==> src/rtl/asrwi_defs.vh <==
// timing constants and widths for the static memory host controller
`ifndef ASRWI_DEFS_VH
`define ASRWI_DEFS_VH

`define ASRWI_CLK_PS 8000
`define ASRWI_AW 20
`define ASRWI_DW 16
// speed grade in ns: 45 or 55
`define ASRWI_GRADE_NS 55
// timing figures in ns for the slower grade
`define ASRWI_READ_CYCLE_MIN_NS 55
`define ASRWI_ADDR_ACCESS_DELAY_NS 55
`define ASRWI_OUTPUT_GATE_TO_DATA_DELAY_NS 25
`define ASRWI_DATA_HOLD_AFTER_ADDRESS_CHANGE_NS 10
`define ASRWI_WRITE_CYCLE_MIN_NS 55
`define ASRWI_WRITE_STROBE_MIN_WIDTH_NS 40
`define ASRWI_ADDRESS_SETUP_TO_WRITE_END_NS 40
`define ASRWI_BYTE_SELECT_TO_WRITE_END_NS 40
`define ASRWI_DATA_SETUP_TO_WRITE_END_NS 25
`define ASRWI_WRITE_TO_FLOAT_NS 20
`define ASRWI_ADDRESS_SETUP_BEFORE_WRITE_NS 0
`define ASRWI_ADDRESS_HOLD_AFTER_WRITE_NS 0
`define ASRWI_DATA_HOLD_AFTER_WRITE_END_NS 0
`define ASRWI_WRITE_RECOVERY_TO_DRIVE_NS 10
// ns to cycles, rounding up
`define ASRWI_CYC(ns) (((ns) * 1000 + `ASRWI_CLK_PS - 1) / `ASRWI_CLK_PS)
`define ASRWI_RD_CYC `ASRWI_CYC(`ASRWI_ADDR_ACCESS_DELAY_NS)
`define ASRWI_WE_CYC `ASRWI_CYC(`ASRWI_DATA_SETUP_TO_WRITE_END_NS + \
    `ASRWI_WRITE_TO_FLOAT_NS)
`define ASRWI_WR_CYC `ASRWI_CYC(`ASRWI_WRITE_CYCLE_MIN_NS)
`define ASRWI_TURN_CYC `ASRWI_CYC(`ASRWI_WRITE_TO_FLOAT_NS)
`define ASRWI_CW 4

`endif

==> src/rtl/asrwi_ctrl.v <==
// host controller driving an asynchronous 1M x 16 static memory
`timescale 1ns/100ps
`include "asrwi_defs.vh"
// How it works
// write: select low, select high, strobe low
// read: selects on, strobe high, gate low
// memory floats data when deselected or writing
// write ends when any enable drops
// data held from setup through write end
// address stable before and after write
// strobe may fall with address valid
// byte selects held through whole write
// memory drives again after strobe rises
// strobe width covers setup plus float
// gate high during write keeps bus floating
// joint select release keeps outputs floating
// read waits full access time
// old data held briefly after address change
// gate low gives data within gate delay
// idle by releasing both chip selects
// deselect before retention, zero delay
// minimums rounded up to whole cycles
module asrwi_ctrl (
    // clock and reset
    input wire I_CLK,
    input wire I_RST_N,
    // user request
    input wire I_REQ,
    input wire I_WRITE,
    input wire [19:0] I_ADDR,
    input wire [15:0] I_WDATA,
    input wire [1:0] I_BYTE_EN,
    input wire I_RETAIN,
    output wire O_READY,
    output reg O_RVALID,
    output reg [15:0] O_RDATA,
    output reg O_RETAIN_OK,
    // memory pins
    output reg [19:0] O_ADDR,
    output reg O_CHIP_SELECT_ACTIVE_LOW_N,
    output reg O_CHIP_SELECT_ACTIVE_HIGH,
    output reg O_WRITE_STROBE_N,
    output reg O_OUTPUT_GATE_N,
    output reg O_UPPER_BYTE_SELECT_N,
    output reg O_LOWER_BYTE_SELECT_N,
    input wire [15:0] I_DQ,
    output reg [15:0] O_DQ,
    output reg O_DQ_OE
);
    localparam ST_IDLE = 3'h0;
    localparam ST_READ = 3'h1;
    localparam ST_WRITE = 3'h2;
    localparam ST_WREC = 3'h3;
    localparam ST_TURN = 3'h4;

    localparam integer RD_CYC = `ASRWI_RD_CYC;
    localparam integer WE_CYC = `ASRWI_WE_CYC;
    localparam integer REC_CYC = `ASRWI_WR_CYC - `ASRWI_WE_CYC;
    localparam integer TURN_CYC = `ASRWI_TURN_CYC;
    // every count fits the 4-bit timer, so cut to its width on purpose
    localparam [3:0] RD_CNT = RD_CYC[3:0];
    localparam [3:0] WE_CNT = WE_CYC[3:0];
    localparam [3:0] REC_CNT = REC_CYC[3:0];
    localparam [3:0] TURN_CNT = TURN_CYC[3:0];

    reg [2:0] state_r;
    reg [2:0] state_nxt;
    reg load;
    reg [3:0] load_cnt;
    wire done;

    asrwi_timer u_timer (
        .I_CLK(I_CLK),
        .I_RST_N(I_RST_N),
        .i_load(load),
        .i_count(load_cnt),
        .o_done(done)
    );

    // retention only granted while idle and deselected
    assign O_READY = (state_r == ST_IDLE) && !I_RETAIN;

    always @* begin
        state_nxt = state_r;
        load = 1'b0;
        load_cnt = 4'h0;
        case (state_r)
            ST_IDLE: begin
                if (I_REQ && O_READY && (I_BYTE_EN != 2'h0)) begin
                    load = 1'b1;
                    // round up
                    load_cnt = I_WRITE ? WE_CNT : RD_CNT;
                    state_nxt = I_WRITE ? ST_WRITE : ST_READ;
                end
            end
            ST_READ: begin
                if (done) begin
                    state_nxt = ST_IDLE;
                end
            end
            ST_WRITE: begin
                if (done) begin
                    load = 1'b1;
                    load_cnt = REC_CNT;
                    state_nxt = ST_WREC;
                end
            end
            ST_WREC: begin
                if (done) begin
                    load = 1'b1;
                    load_cnt = TURN_CNT;
                    state_nxt = ST_TURN;
                end
            end
            ST_TURN: begin
                if (done) begin
                    state_nxt = ST_IDLE;
                end
            end
            default: begin
                state_nxt = ST_IDLE;
            end
        endcase
    end

    always @(posedge I_CLK) begin
        if (!I_RST_N) begin
            state_r <= ST_IDLE;
            O_ADDR <= 20'h00000;
            O_CHIP_SELECT_ACTIVE_LOW_N <= 1'b1;
            O_CHIP_SELECT_ACTIVE_HIGH <= 1'b0;
            O_WRITE_STROBE_N <= 1'b1;
            O_OUTPUT_GATE_N <= 1'b1;
            O_UPPER_BYTE_SELECT_N <= 1'b1;
            O_LOWER_BYTE_SELECT_N <= 1'b1;
            O_DQ <= 16'h0000;
            O_DQ_OE <= 1'b0;
            O_RVALID <= 1'b0;
            O_RDATA <= 16'h0000;
            O_RETAIN_OK <= 1'b0;
        end else begin
            state_r <= state_nxt;
            O_RVALID <= 1'b0;
            // deselected while idle
            O_RETAIN_OK <= I_RETAIN && (state_r == ST_IDLE);
            case (state_r)
                ST_IDLE: begin
                    if (state_nxt == ST_READ) begin
                        // read enables
                        O_ADDR <= I_ADDR;
                        O_CHIP_SELECT_ACTIVE_LOW_N <= 1'b0;
                        O_CHIP_SELECT_ACTIVE_HIGH <= 1'b1;
                        O_OUTPUT_GATE_N <= 1'b0;
                        O_UPPER_BYTE_SELECT_N <= ~I_BYTE_EN[1];
                        O_LOWER_BYTE_SELECT_N <= ~I_BYTE_EN[0];
                    end else if (state_nxt == ST_WRITE) begin
                        // address, data and strobe together
                        O_ADDR <= I_ADDR;
                        O_DQ <= I_WDATA;
                        O_DQ_OE <= 1'b1;
                        O_CHIP_SELECT_ACTIVE_LOW_N <= 1'b0;
                        O_CHIP_SELECT_ACTIVE_HIGH <= 1'b1;
                        O_WRITE_STROBE_N <= 1'b0;
                        // gate high keeps memory floating
                        O_OUTPUT_GATE_N <= 1'b1;
                        O_UPPER_BYTE_SELECT_N <= ~I_BYTE_EN[1];
                        O_LOWER_BYTE_SELECT_N <= ~I_BYTE_EN[0];
                    end
                end
                ST_READ: begin
                    // sample after full access time
                    if (done) begin
                        O_RVALID <= 1'b1;
                        O_RDATA <= I_DQ;
                        // idle by releasing both selects
                        O_CHIP_SELECT_ACTIVE_LOW_N <= 1'b1;
                        O_CHIP_SELECT_ACTIVE_HIGH <= 1'b0;
                        O_OUTPUT_GATE_N <= 1'b1;
                        O_UPPER_BYTE_SELECT_N <= 1'b1;
                        O_LOWER_BYTE_SELECT_N <= 1'b1;
                    end
                end
                ST_WRITE: begin
                    // strobe rise ends the write
                    if (done) begin
                        O_WRITE_STROBE_N <= 1'b1;
                    end
                end
                ST_WREC: begin
                    // data, address, bytes held past end
                    if (done) begin
                        O_DQ_OE <= 1'b0;
                        O_CHIP_SELECT_ACTIVE_LOW_N <= 1'b1;
                        O_CHIP_SELECT_ACTIVE_HIGH <= 1'b0;
                        O_UPPER_BYTE_SELECT_N <= 1'b1;
                        O_LOWER_BYTE_SELECT_N <= 1'b1;
                    end
                end
                default: begin
                end
            endcase
        end
    end
endmodule

==> src/rtl/asrwi_timer.v <==
// down counter that pulses done when a loaded interval expires
`timescale 1ns/100ps
module asrwi_timer (
    // clock and reset
    input wire I_CLK,
    input wire I_RST_N,
    // control
    input wire i_load,
    input wire [3:0] i_count,
    output wire o_done
);
    reg [3:0] cnt_r;
    reg run_r;

    assign o_done = run_r && (cnt_r == 4'h1);

    always @(posedge I_CLK) begin
        if (!I_RST_N) begin
            cnt_r <= 4'h0;
            run_r <= 1'b0;
        end else if (i_load) begin
            cnt_r <= i_count;
            run_r <= 1'b1;
        end else if (run_r) begin
            cnt_r <= cnt_r - 4'h1;
            if (cnt_r == 4'h1) begin
                run_r <= 1'b0;
            end
        end
    end
endmodule

==> config.mk <==
export PLATFORM = sky130hd
export DESIGN_NAME = asrwi_ctrl
export DESIGN_NICKNAME = d
export VERILOG_FILES = /design/src/rtl/asrwi_ctrl.v /design/src/rtl/asrwi_timer.v
export VERILOG_INCLUDE_DIRS = /design/src /design/src/rtl
export SDC_FILE = /design/constraint.sdc
export NUM_CORES = 1
export LEC_CHECK = 0
export ABC_CLOCK_PERIOD_IN_PS = 2500
export BUFFER_PORTS_ARGS = -buffer_cell sky130_fd_sc_hd__buf_2
export CORE_ASPECT_RATIO = 1.5
export CORE_UTILIZATION = 49
export CTS_BUF_LIST = sky130_fd_sc_hd__clkbuf_4 sky130_fd_sc_hd__clkbuf_8
export CTS_CLUSTER_DIAMETER = 40
export DETAILED_ROUTE_END_ITERATION = 6
export PLACE_DENSITY = 0.89
export SYNTH_ARGS = -nofsm -noshare
export SYNTH_HDL_FRONTEND = slang
export SYNTH_HIERARCHICAL = 1
export SYNTH_SLANG_ARGS = --single-unit
==> constraint.sdc <==
create_clock -name I_CLK -period 2.5 [get_ports I_CLK]
set_input_delay 0.5 -clock I_CLK [delete_from_list [all_inputs] [get_ports I_CLK]]
set_output_delay 0.5 -clock I_CLK [all_outputs]
set_load 0.01 [all_outputs]
# == Word level (Yosys, flattened, before mapping) ==
# Index checks and enable logic that the tools add are counted.
# totals
reg_bits,69
inputBits,59
out_inout_bits,62
wordCells,99
# op_classes
add_sub_neg,1
n_eq_ne,14
muxes,41
bitwise,3
n_reduce_logical,25
# ops
op,n
$mux 20,2
$mux 1,20
$pmux 1 s2,8
$mux 3,5
$reduce_bool 2->1,7
$pmux 3 s4,1
$eq 3x2->1 const B,3
$pmux 3 s3,1
$reduce_and 3->1,3
$mux 4,2
$ne 2x2->1 const B,4
$reduce_and 4->1,2
$eq 3x1->1 const B,2
$reduce_and 2->1,3
$reduce_or 2->1,3
$logic_and 1x1->1,5
$eq 4x1->1 const B,1
$mux 2,2
$ne 2x1->1 const B,2
$sub 4x1->4 const B,1
$eq 3x3->1 const B,1
$logic_not 3->1,1
$ne 3x1->1 const B,1
$not 1->1,3
$logic_not 1->1,1

# == Depth between registers and ports, before layout ==
# Gate-level depths: netlist (run 1).
# depth
depth_word,10
depth_mapped,9
depth_no_buf,8

# == Cells and area by module ==
# The synthesis (run 1) kept the hierarchy.
# modules_own_cells
module,n_inst,cells_per_inst,area_per_inst_um2,seq_area_each_um2
asrwi_ctrl,1,289,2578.7,1281.2
asrwi_timer,1,29,271.5,100.1

# == Least setup slack after synthesis (run 1) ==
# No wires, ideal clock.
# synth_path
path_kind,register to register
startpoint,reg u_timer.cnt_r[1]
endpoint,reg O_OUTPUT_GATE_N
setup_ns,0.121
arrival_time_ns,1.813
required_ns,2.379
slack_ns,0.567
stages_incl_launch_ff,9
n_path_buf,2
cell_sequence,dfxtp_1 -> inv_1 -> ha_1 -> and3_2 -> clkbuf_1 -> nor4bb_1 -> clkbuf_1 -> or3_1 -> mux2_2
# synth_between
elab_chain_cells,7
word_cells_on_any_way,13
classes_between,eq/ne: 5; mux: 6; reduce/logical: 2
# synth_lines
element,line_no,text
"start, declared",asrwi_timer.v:12,reg [3:0] cnt_r;
"start signal, assigned",asrwi_timer.v:22,cnt_r <= i_count;
"start signal, assigned",asrwi_timer.v:25,cnt_r <= cnt_r - 4'h1;
$eq 4x1->1 *,asrwi_timer.v:15,assign o_done = run_r && (cnt_r == 4'h1);
$logic_and 1x1->1 *,asrwi_timer.v:15,
named net done,asrwi_ctrl.v:70,wire done;
"$mux 3, on equally long branches",-,
$pmux 3 s4,asrwi_ctrl.v:87,case (state_r)
$eq 3x1->1 or $eq 3x2->1 (tied branches),"asrwi_ctrl.v:148, asrwi_ctrl.v:156",
$ne 3x1->1 (no source line) or $mux 1 (tied branches),-,
$reduce_and 3->1 (no source line) or $pmux 1 s2 (tied branches),-,
"end signal, assigned",asrwi_ctrl.v:153,O_OUTPUT_GATE_N <= 1'b0;
"end signal, assigned",asrwi_ctrl.v:165,O_OUTPUT_GATE_N <= 1'b1;
"end signal, assigned",asrwi_ctrl.v:178,O_OUTPUT_GATE_N <= 1'b1;
"end, declared",asrwi_ctrl.v:43,"output reg O_OUTPUT_GATE_N,"
# The timed path passes the listed nets; every way through them passes the cells marked *.
# A chain may end at the register's enable or synchronous reset.

# == Worst setup path in the final report (run 1) ==
# layout_path
startpoint,reg state_r[0]
endpoint,reg O_OUTPUT_GATE_N
# layout_between
elab_chain_cells,9
word_cells_on_any_way,22
classes_between,eq/ne: 8; mux: 7; reduce/logical: 7
# layout_lines
element,line_no,text
"start, declared",asrwi_ctrl.v:66,reg [2:0] state_r;
"start signal, assigned",asrwi_ctrl.v:142,state_r <= state_nxt;
$logic_not 3->1,"asrwi_ctrl.v:81, asrwi_ctrl.v:87, asrwi_ctrl.v:146",
$logic_and 1x1->1,asrwi_ctrl.v:81,assign O_READY = (state_r == ST_IDLE) && !I_RETAIN;
$logic_and 1x1->1 (2 in series),asrwi_ctrl.v:89,if (I_REQ && O_READY && (I_BYTE_EN != 2'h0)) begin
$mux 3,asrwi_ctrl.v:89,
$pmux 3 s4,asrwi_ctrl.v:87,
$eq 3x1->1 or $eq 3x2->1 (tied branches),"asrwi_ctrl.v:148, asrwi_ctrl.v:156",
$ne 3x1->1 (no source line) or $mux 1 (tied branches),-,
$reduce_and 3->1 (no source line) or $pmux 1 s2 (tied branches),-,
# Parallel ways exist; a longest one is shown, timed or not.

==> flow_metrics.env, run 1 <==
export IMPL_finalCritPeriodShare_pct=88.24
export IMPL_max_freq_ghz=0.4533
export IMPL_period_needed_ns=2.206
export IMPL_die_h_um=95.41
export IMPL_crit_path_top_delay_cell="or3_1"
export IMPL_nets=494
export IMPL_start_kind="register"
export IMPL_synth_warnings=6
export IMPL_grt_first_pass_wirelength_mm=10.10
export IMPL_slowest_delay_ns=0.60
export IMPL_antenna_found_initial=0
export IMPL_synth_area_um2=2850
export IMPL_grt_pass1_vias=2346
export IMPL_cts_tree="done"
export IMPL_tns_ns=0
export IMPL_initial_core_util_pct=51.52
export IMPL_critPathArrivalTime_ns=2.43
export IMPL_crit_fanout=23
export IMPL_cap_violations=0
export IMPL_cts_buffers=9
export IMPL_cts_resized_gates=0
export IMPL_pin_count=121
export IMPL_cts_buffer_depth=2
export IMPL_min_path_type="primary input to register"
export IMPL_drt_wl_total_mm=6.341
export IMPL_syn_inst=318
export IMPL_vias=2541
export IMPL_crit_required_ns=2.72
export IMPL_track_usage_pct=21.35
export IMPL_root_buffer="clkbuf_8"
export IMPL_vdd_drop_max_uv=537.0
export IMPL_powerDensity_nw_per_um2=705.8
export IMPL_hold_buffers=0
export IMPL_clock_latency_ns=0.34
export IMPL_die_width_um=64.27
export IMPL_post_cts_buffers=0
export IMPL_grt_overflow=0
export IMPL_seq_area_frac_synth_pct=48.46
export IMPL_area_growth_pct=30.77
export IMPL_hold_viol=0
export IMPL_clock_skew_final_ns=0.008095
export IMPL_vias_per_cell=5.002
export IMPL_path_class="register to register"
export IMPL_n_antenna_cell=0
export IMPL_timing_hold_ws_ns=0.3921
export IMPL_outcome="finished, final reports clean"
export IMPL_syn_num_nets=379
export IMPL_core_area_um2=5533
export IMPL_nFillCells=440
export IMPL_numClockSinks=69
export IMPL_syn_area_per_cell_um2=8.963
export IMPL_finalSetupViolations=0
export IMPL_crit_buf_inv=1
export IMPL_wire_per_inst_um=12.48
export IMPL_dr_pass1_iters=5
export IMPL_p_leak_nw=1.703
export IMPL_drc=0
export IMPL_path_delay_family="simple AND/OR/NAND/NOR gates"
export IMPL_ant_nets=0
export IMPL_htreeDepth=3
export IMPL_rsz0062_at_grt="false"
export IMPL_synth_distinct_cells=39
export IMPL_gp_congestion=0.7554
export IMPL_die_area_um2=6132
export IMPL_first_iter_violations=67
export IMPL_grt_max_degree=66
export IMPL_clkTransAtPathRegs_ns=0.07
export IMPL_ys_ff_latch=69
export IMPL_maxSlewHeadroom_pct=53.79
export IMPL_dp_hpwl_mm=4.624
export IMPL_crit_chain="or3_4 > or3_1 > inv_8 > mux2_2"
export IMPL_maxSlewViolCount=0
export IMPL_port_buffers=120
export IMPL_max_slew_worst_pin_slew_ns=0.6892
export IMPL_num_rows=33
export IMPL_endpoint_kind="register"
export IMPL_drive_gt1_share_pct=34.93
-- final timing paths --
kind,to,depth (start not counted),slack (ns),start
setup reg to reg,O_OUTPUT_GATE_N,4,0.29,state_r[0]
hold / removal,O_RDATA[3],3,0.39,I_DQ[3]
hold reg to reg,O_RDATA[1],2,0.45,O_RDATA[1]
setup / recovery,O_OUTPUT_GATE_N,4,0.29,state_r[0]
-- layout make-up --
class	instances	area (µm²)	area share, %
flip-flops and latches	69	1381	37.06
multi-input cells	220	1308	35.08
inverters	7	33.78	0.9063
well taps	70	87.58	2.350
repair buffers	126	645.6	17.32
clock inverters	6	133.9	3.592
clock buffers	10	137.6	3.693
-- metal layers --
layer / global-route usage, % / part of all wire [%] / vias to the layer above
li1: - / - / 1268
met1: 21.67 / 41 / 1163
met2: 38.25 / 50 / 99
met3: 7.177 / 7.5 / 11
met4: 11.30 / 1.7 / 0
met5: 0 / 0 / -
-- metrics by stage --
stage	utilization [%]	instances	total power, mW	instance area, µm²	worst slack (ns)
floorplan	-	318	1.353	2850	0.5665
global placement	62.46	492	1.441	3456	0.3861
detailed placement	62.46	492	1.453	3456	0.3310
CTS	67.37	508	2.655	3727	0.3075
global route	67.37	508	2.727	3727	0.2351
finish	67.37	508	2.631	3727	0.2941
-- cell usage after synthesis --
cell       count  area (µm²)
nor4bb_1       1       10.01
xnor2_1        2       17.52
or3_1          2       12.51
mux2_4         2       30.03
inv_1          6       22.52
a21boi_0       2       15.01
o21ai_0        4       20.02
xor2_1         1       8.760
and2_1         1       6.260
mux2i_1       36       360.4
ha_1           2       25.02
o21ai_1        1       5.000
buf_4          1       7.510
nor2b_1        1       6.260
a21oi_1       21       105.1
o32ai_1        1       8.760
clkbuf_1      15       56.30
or3_4          1       11.26
nand2b_1       4       25.02
and3_2         1       7.510
o221ai_1       1       8.760
nand3_1        3       15.01
o41a_1         1       11.26
nand4b_1       1       8.760
buf_12         2       40.04
dfxtp_1       69        1381
a211o_2        1       10.01
conb_1         1       3.750
buf_2          1       5.000
mux2_2         2       22.52
o21a_1         3       22.52
nor4b_4        1       23.77
nor2_1         7       26.28
inv_8          1       11.26
nand2_1      111       416.7
buf_6          3       33.78
nand4bb_1      1       11.26
nor4b_2        1       15.01
nand3b_1       3       22.52
-- worst register-to-register path, cell delays in order (launching register included) --
cell     delay, ns
dfxtp_1       0.41
or3_4         0.44
or3_1         0.60
inv_8         0.28
mux2_2        0.36
-- cells in the final DEF (no fill, tap or decap), drive strengths merged --
master	count
o21ai	5
bufinv	4
ha	2
nand3b	3
nor4bb	1
mux2i	36
mux2	4
and2	1
a21boi	2
nor4b	2
nand3	3
nand2	111
nor2	7
dfxtp	69
nand4bb	1
conb	1
and3	1
inv	7
o21a	3
o221ai	1
nand4b	1
nand2b	4
o32ai	1
a211o	1
or3	3
clkbuf	10
xnor2	2
a21oi	21
o41a	1
buf	126
nor2b	1
clkinv	2
xor2	1
-- where the power goes --
| group | total (mW) | switching, mW | internal (mW) |
|---|---|---|---|
| registers | 1.17 | 0.0314 | 1.14 |
| logic | 0.257 | 0.135 | 0.122 |
| clock network | 1.20 | 0.411 | 0.791 |
-- kinds of logic after synthesis --
group	after synthesis	share of synthesized area, %
DFF	69	48.46
adders and majority gates	2	0.8778
and+or+nand+nor	139	21.69
xor gates and xnor gates	3	0.9220
buffers and inverters	29	6.189
other	1	0.1316
AOI/OAI and AO/OA	35	7.243
muxes	40	14.49
-- sequential cells by signal, summed over array words and instances (netlist names) --
| register | count |
|---|---|
| O_WRITE_STROBE_N | 1 |
| u_timer/cnt_r | 4 |
| O_RDATA | 16 |
| O_OUTPUT_GATE_N | 1 |
| u_timer/run_r | 1 |
| O_RVALID | 1 |
| O_ADDR | 20 |
| O_UPPER_BYTE_SELECT_N | 1 |
| O_LOWER_BYTE_SELECT_N | 1 |
| state_r | 3 |
| O_CHIP_SELECT_ACTIVE_HIGH | 1 |
| O_CHIP_SELECT_ACTIVE_LOW_N | 1 |
| O_DQ_OE | 1 |
| O_DQ | 16 |
| O_RETAIN_OK | 1 |
No activity file was read; power rests on OpenSTA's default activity.
==> run 2, diff against run 1 <==
--- a/config.mk
+++ b/config.mk
@@ -9,6 +9,7 @@
 export ABC_CLOCK_PERIOD_IN_PS = 2500
 export BUFFER_PORTS_ARGS = -buffer_cell sky130_fd_sc_hd__buf_2
 export CORE_ASPECT_RATIO = 1.5
+export CORE_MARGIN = 3
 export CORE_UTILIZATION = 49
 export CTS_BUF_LIST = sky130_fd_sc_hd__clkbuf_4 sky130_fd_sc_hd__clkbuf_8
 export CTS_CLUSTER_DIAMETER = 40
==> run 2 against run 1 <==
Core utilization shrank 0.86 points. Worst setup slack gained 0.055 ns. Clock power shrank 16%. Hold slack lost 0.0059 ns. Maximum frequency grew 2.5%. Wire length grew 7.0%. Register-to-register slack gained 0.05 ns. Total power shrank 7.5%. Sequential share of layout area grew 0.48 points. Sequential power is essentially flat. Combinational power is essentially flat. Clock skew shrank 0.00053 ns. Largest power group is now sequential cells.
==> flow_metrics.env, run 2 (synthesized netlist as in run 1, its figures left out) <==
export IMPL_mostFrequentLayoutCells="buf_2 (120), nand2_1 (111), dfxtp_1 (69), mux2i_1 (36), a21oi_1 (21)"
export IMPL_crit_chain="or3_4 > or3_1 > inv_8 > mux2_2"
export IMPL_core_area_um2=5533
export IMPL_dr_max_layer_used="met4"
export IMPL_clock_skew_final_ns=0.007561
export IMPL_final_common_cell="buf_2"
export IMPL_worst_slack_ns=0.3488
export IMPL_clkTransAtPathRegs_ns=0.08
export IMPL_top_register="O_ADDR"
export IMPL_ant_nets=0
export IMPL_nets=494
export IMPL_crit_fanout=23
export IMPL_antenna_found_initial=0
export IMPL_die_width_um=68.27
export IMPL_root_buffer="clkbuf_8"
export IMPL_grt_first_pass_wirelength_mm=11.01
export IMPL_area_growth_pct=29.10
export IMPL_cts_buffers=9
export IMPL_finalSetupViolations=0
export IMPL_path_class="register to register"
export IMPL_routed_wl_met2_mm=3.449
export IMPL_start_kind="register"
export IMPL_pin_count=121
export IMPL_critPathArrivalTime_ns=2.39
export IMPL_tns_ns=0
export IMPL_cap_violations=0
export IMPL_outcome="finished, final reports clean"
export IMPL_die_h_um=99.41
export IMPL_gp_congestion=0.8037
export IMPL_die_area_um2=6787
export IMPL_dr_wl_met3_um=596
export IMPL_drt_wl_total_mm=6.784
export IMPL_pre_cts_slack_ns=0.3647
export IMPL_numClockSinks=69
export IMPL_final_cell_area_um2=3680
export IMPL_endpoint_kind="register"
export IMPL_drc=0
export IMPL_grt_pass1_vias=2508
export IMPL_drt_met1_wl_mm=2.523
export IMPL_initial_core_util_pct=51.52
export IMPL_vdd_drop_max_uv=411.0
export IMPL_period_needed_ns=2.151
export IMPL_slowest_delay_ns=0.58
export IMPL_p_leak_nw=1.679
export IMPL_powerDensity_nw_per_um2=661.6
export IMPL_dr_pass1_iters=4
export IMPL_first_iter_violations=86
export IMPL_drive_gt1_share_pct=34.93
export IMPL_hold_viol=0
export IMPL_maxSlewViolCount=0
export IMPL_crit_path_top_delay_cell="or3_1"
export IMPL_largest_reg_flops=20
export IMPL_rsz0062_at_grt="false"
export IMPL_post_cts_buffers=0
export IMPL_grt_max_degree=51
export IMPL_clock_latency_ns=0.34
export IMPL_vias=2531
export IMPL_crit_required_ns=2.73
export IMPL_grt_overflow=0
export IMPL_wire_per_inst_um=13.35
export IMPL_cts_tree="done"
export IMPL_finalCritPeriodShare_pct=86.05
export IMPL_largestRegisters="O_ADDR: 20 flops, O_DQ: 16 flops, O_RDATA: 16 flops"
export IMPL_dp_hpwl_mm=4.829
export IMPL_num_rows=33
export IMPL_placed_area_um2=3456
export IMPL_track_usage_pct=21.42
export IMPL_cts_buffer_depth=2
export IMPL_maxSlewHeadroom_pct=53.41
export IMPL_vias_per_cell=4.982
export IMPL_hold_buffers=0
export IMPL_max_slew_worst_pin_slew_ns=0.6949
export IMPL_port_buffers=120
export IMPL_max_freq_ghz=0.4649
export IMPL_min_path_type="primary input to register"
export IMPL_cts_resized_gates=0
export IMPL_n_antenna_cell=0
export IMPL_htreeDepth=3
export IMPL_nFillCells=434
-- run 2: changes by cell type in the layout (fill, tap and decap cells not counted) --
cell,change
clkinvlp_4,+1
clkinv_2,+1
bufinv_16,-2
-- run 2: final timing paths --
kind              start  cells after the start              end  slack (ns)
max          state_r[0]                      4  O_OUTPUT_GATE_N        0.35
min            I_RETAIN                      3      O_RETAIN_OK        0.39
max reg2reg  state_r[0]                      4  O_OUTPUT_GATE_N        0.35
min reg2reg  O_RDATA[3]                      2       O_RDATA[3]        0.45
-- run 2: critical path: cells and delay by family, from the launching register on --
kind                   cells  cell delay (ns)
multiplexers               1             0.35
flip-flops                 1             0.40
AND/OR/NAND/NOR            2             1.01
buffers and inverters      1             0.27
-- run 2: layer usage --
| metal | global-route usage, % | vias to the layer above |
|---|---|---|
| met5 | 0 | - |
| met4 | 11.79 | 0 |
| met3 | 7.684 | 20 |
| met2 | 36.26 | 108 |
| met1 | 22.18 | 1135 |
| li1 | - | 1268 |
-- run 2: area by class of cell --
| cell class | count | area, µm² | share of cell area [%] |
|---|---|---|---|
| multi-input combinational | 220 | 1308 | 35.53 |
| tap | 70 | 87.58 | 2.380 |
| sequential | 69 | 1381 | 37.54 |
| timing repair buffer | 126 | 645.6 | 17.55 |
| clock buffer | 10 | 137.6 | 3.740 |
| clock inverter | 6 | 86.33 | 2.346 |
| inverter | 7 | 33.78 | 0.9181 |
-- run 2: metrics by stage --
stage | hold slack (ns) | util (%) | cells | power [mW]
after floorplan | 0.4790 | - | 318 | 1.353
after global placement | 0.4389 | 62.46 | 492 | 1.441
after detailed placement | 0.4436 | 62.46 | 492 | 1.450
after CTS | 0.3786 | 66.51 | 508 | 2.457
after global routing | 0.3779 | 66.51 | 508 | 2.541
final | 0.3863 | 66.51 | 508 | 2.434
-- run 2: power breakdown --
part | internal, mW | total (mW) | switching (mW)
clock | 0.587 | 1.01 | 0.421
sequential | 1.14 | 1.17 | 0.0313
combinational | 0.121 | 0.255 | 0.133
total | 1.85 | 2.43 | 0.586
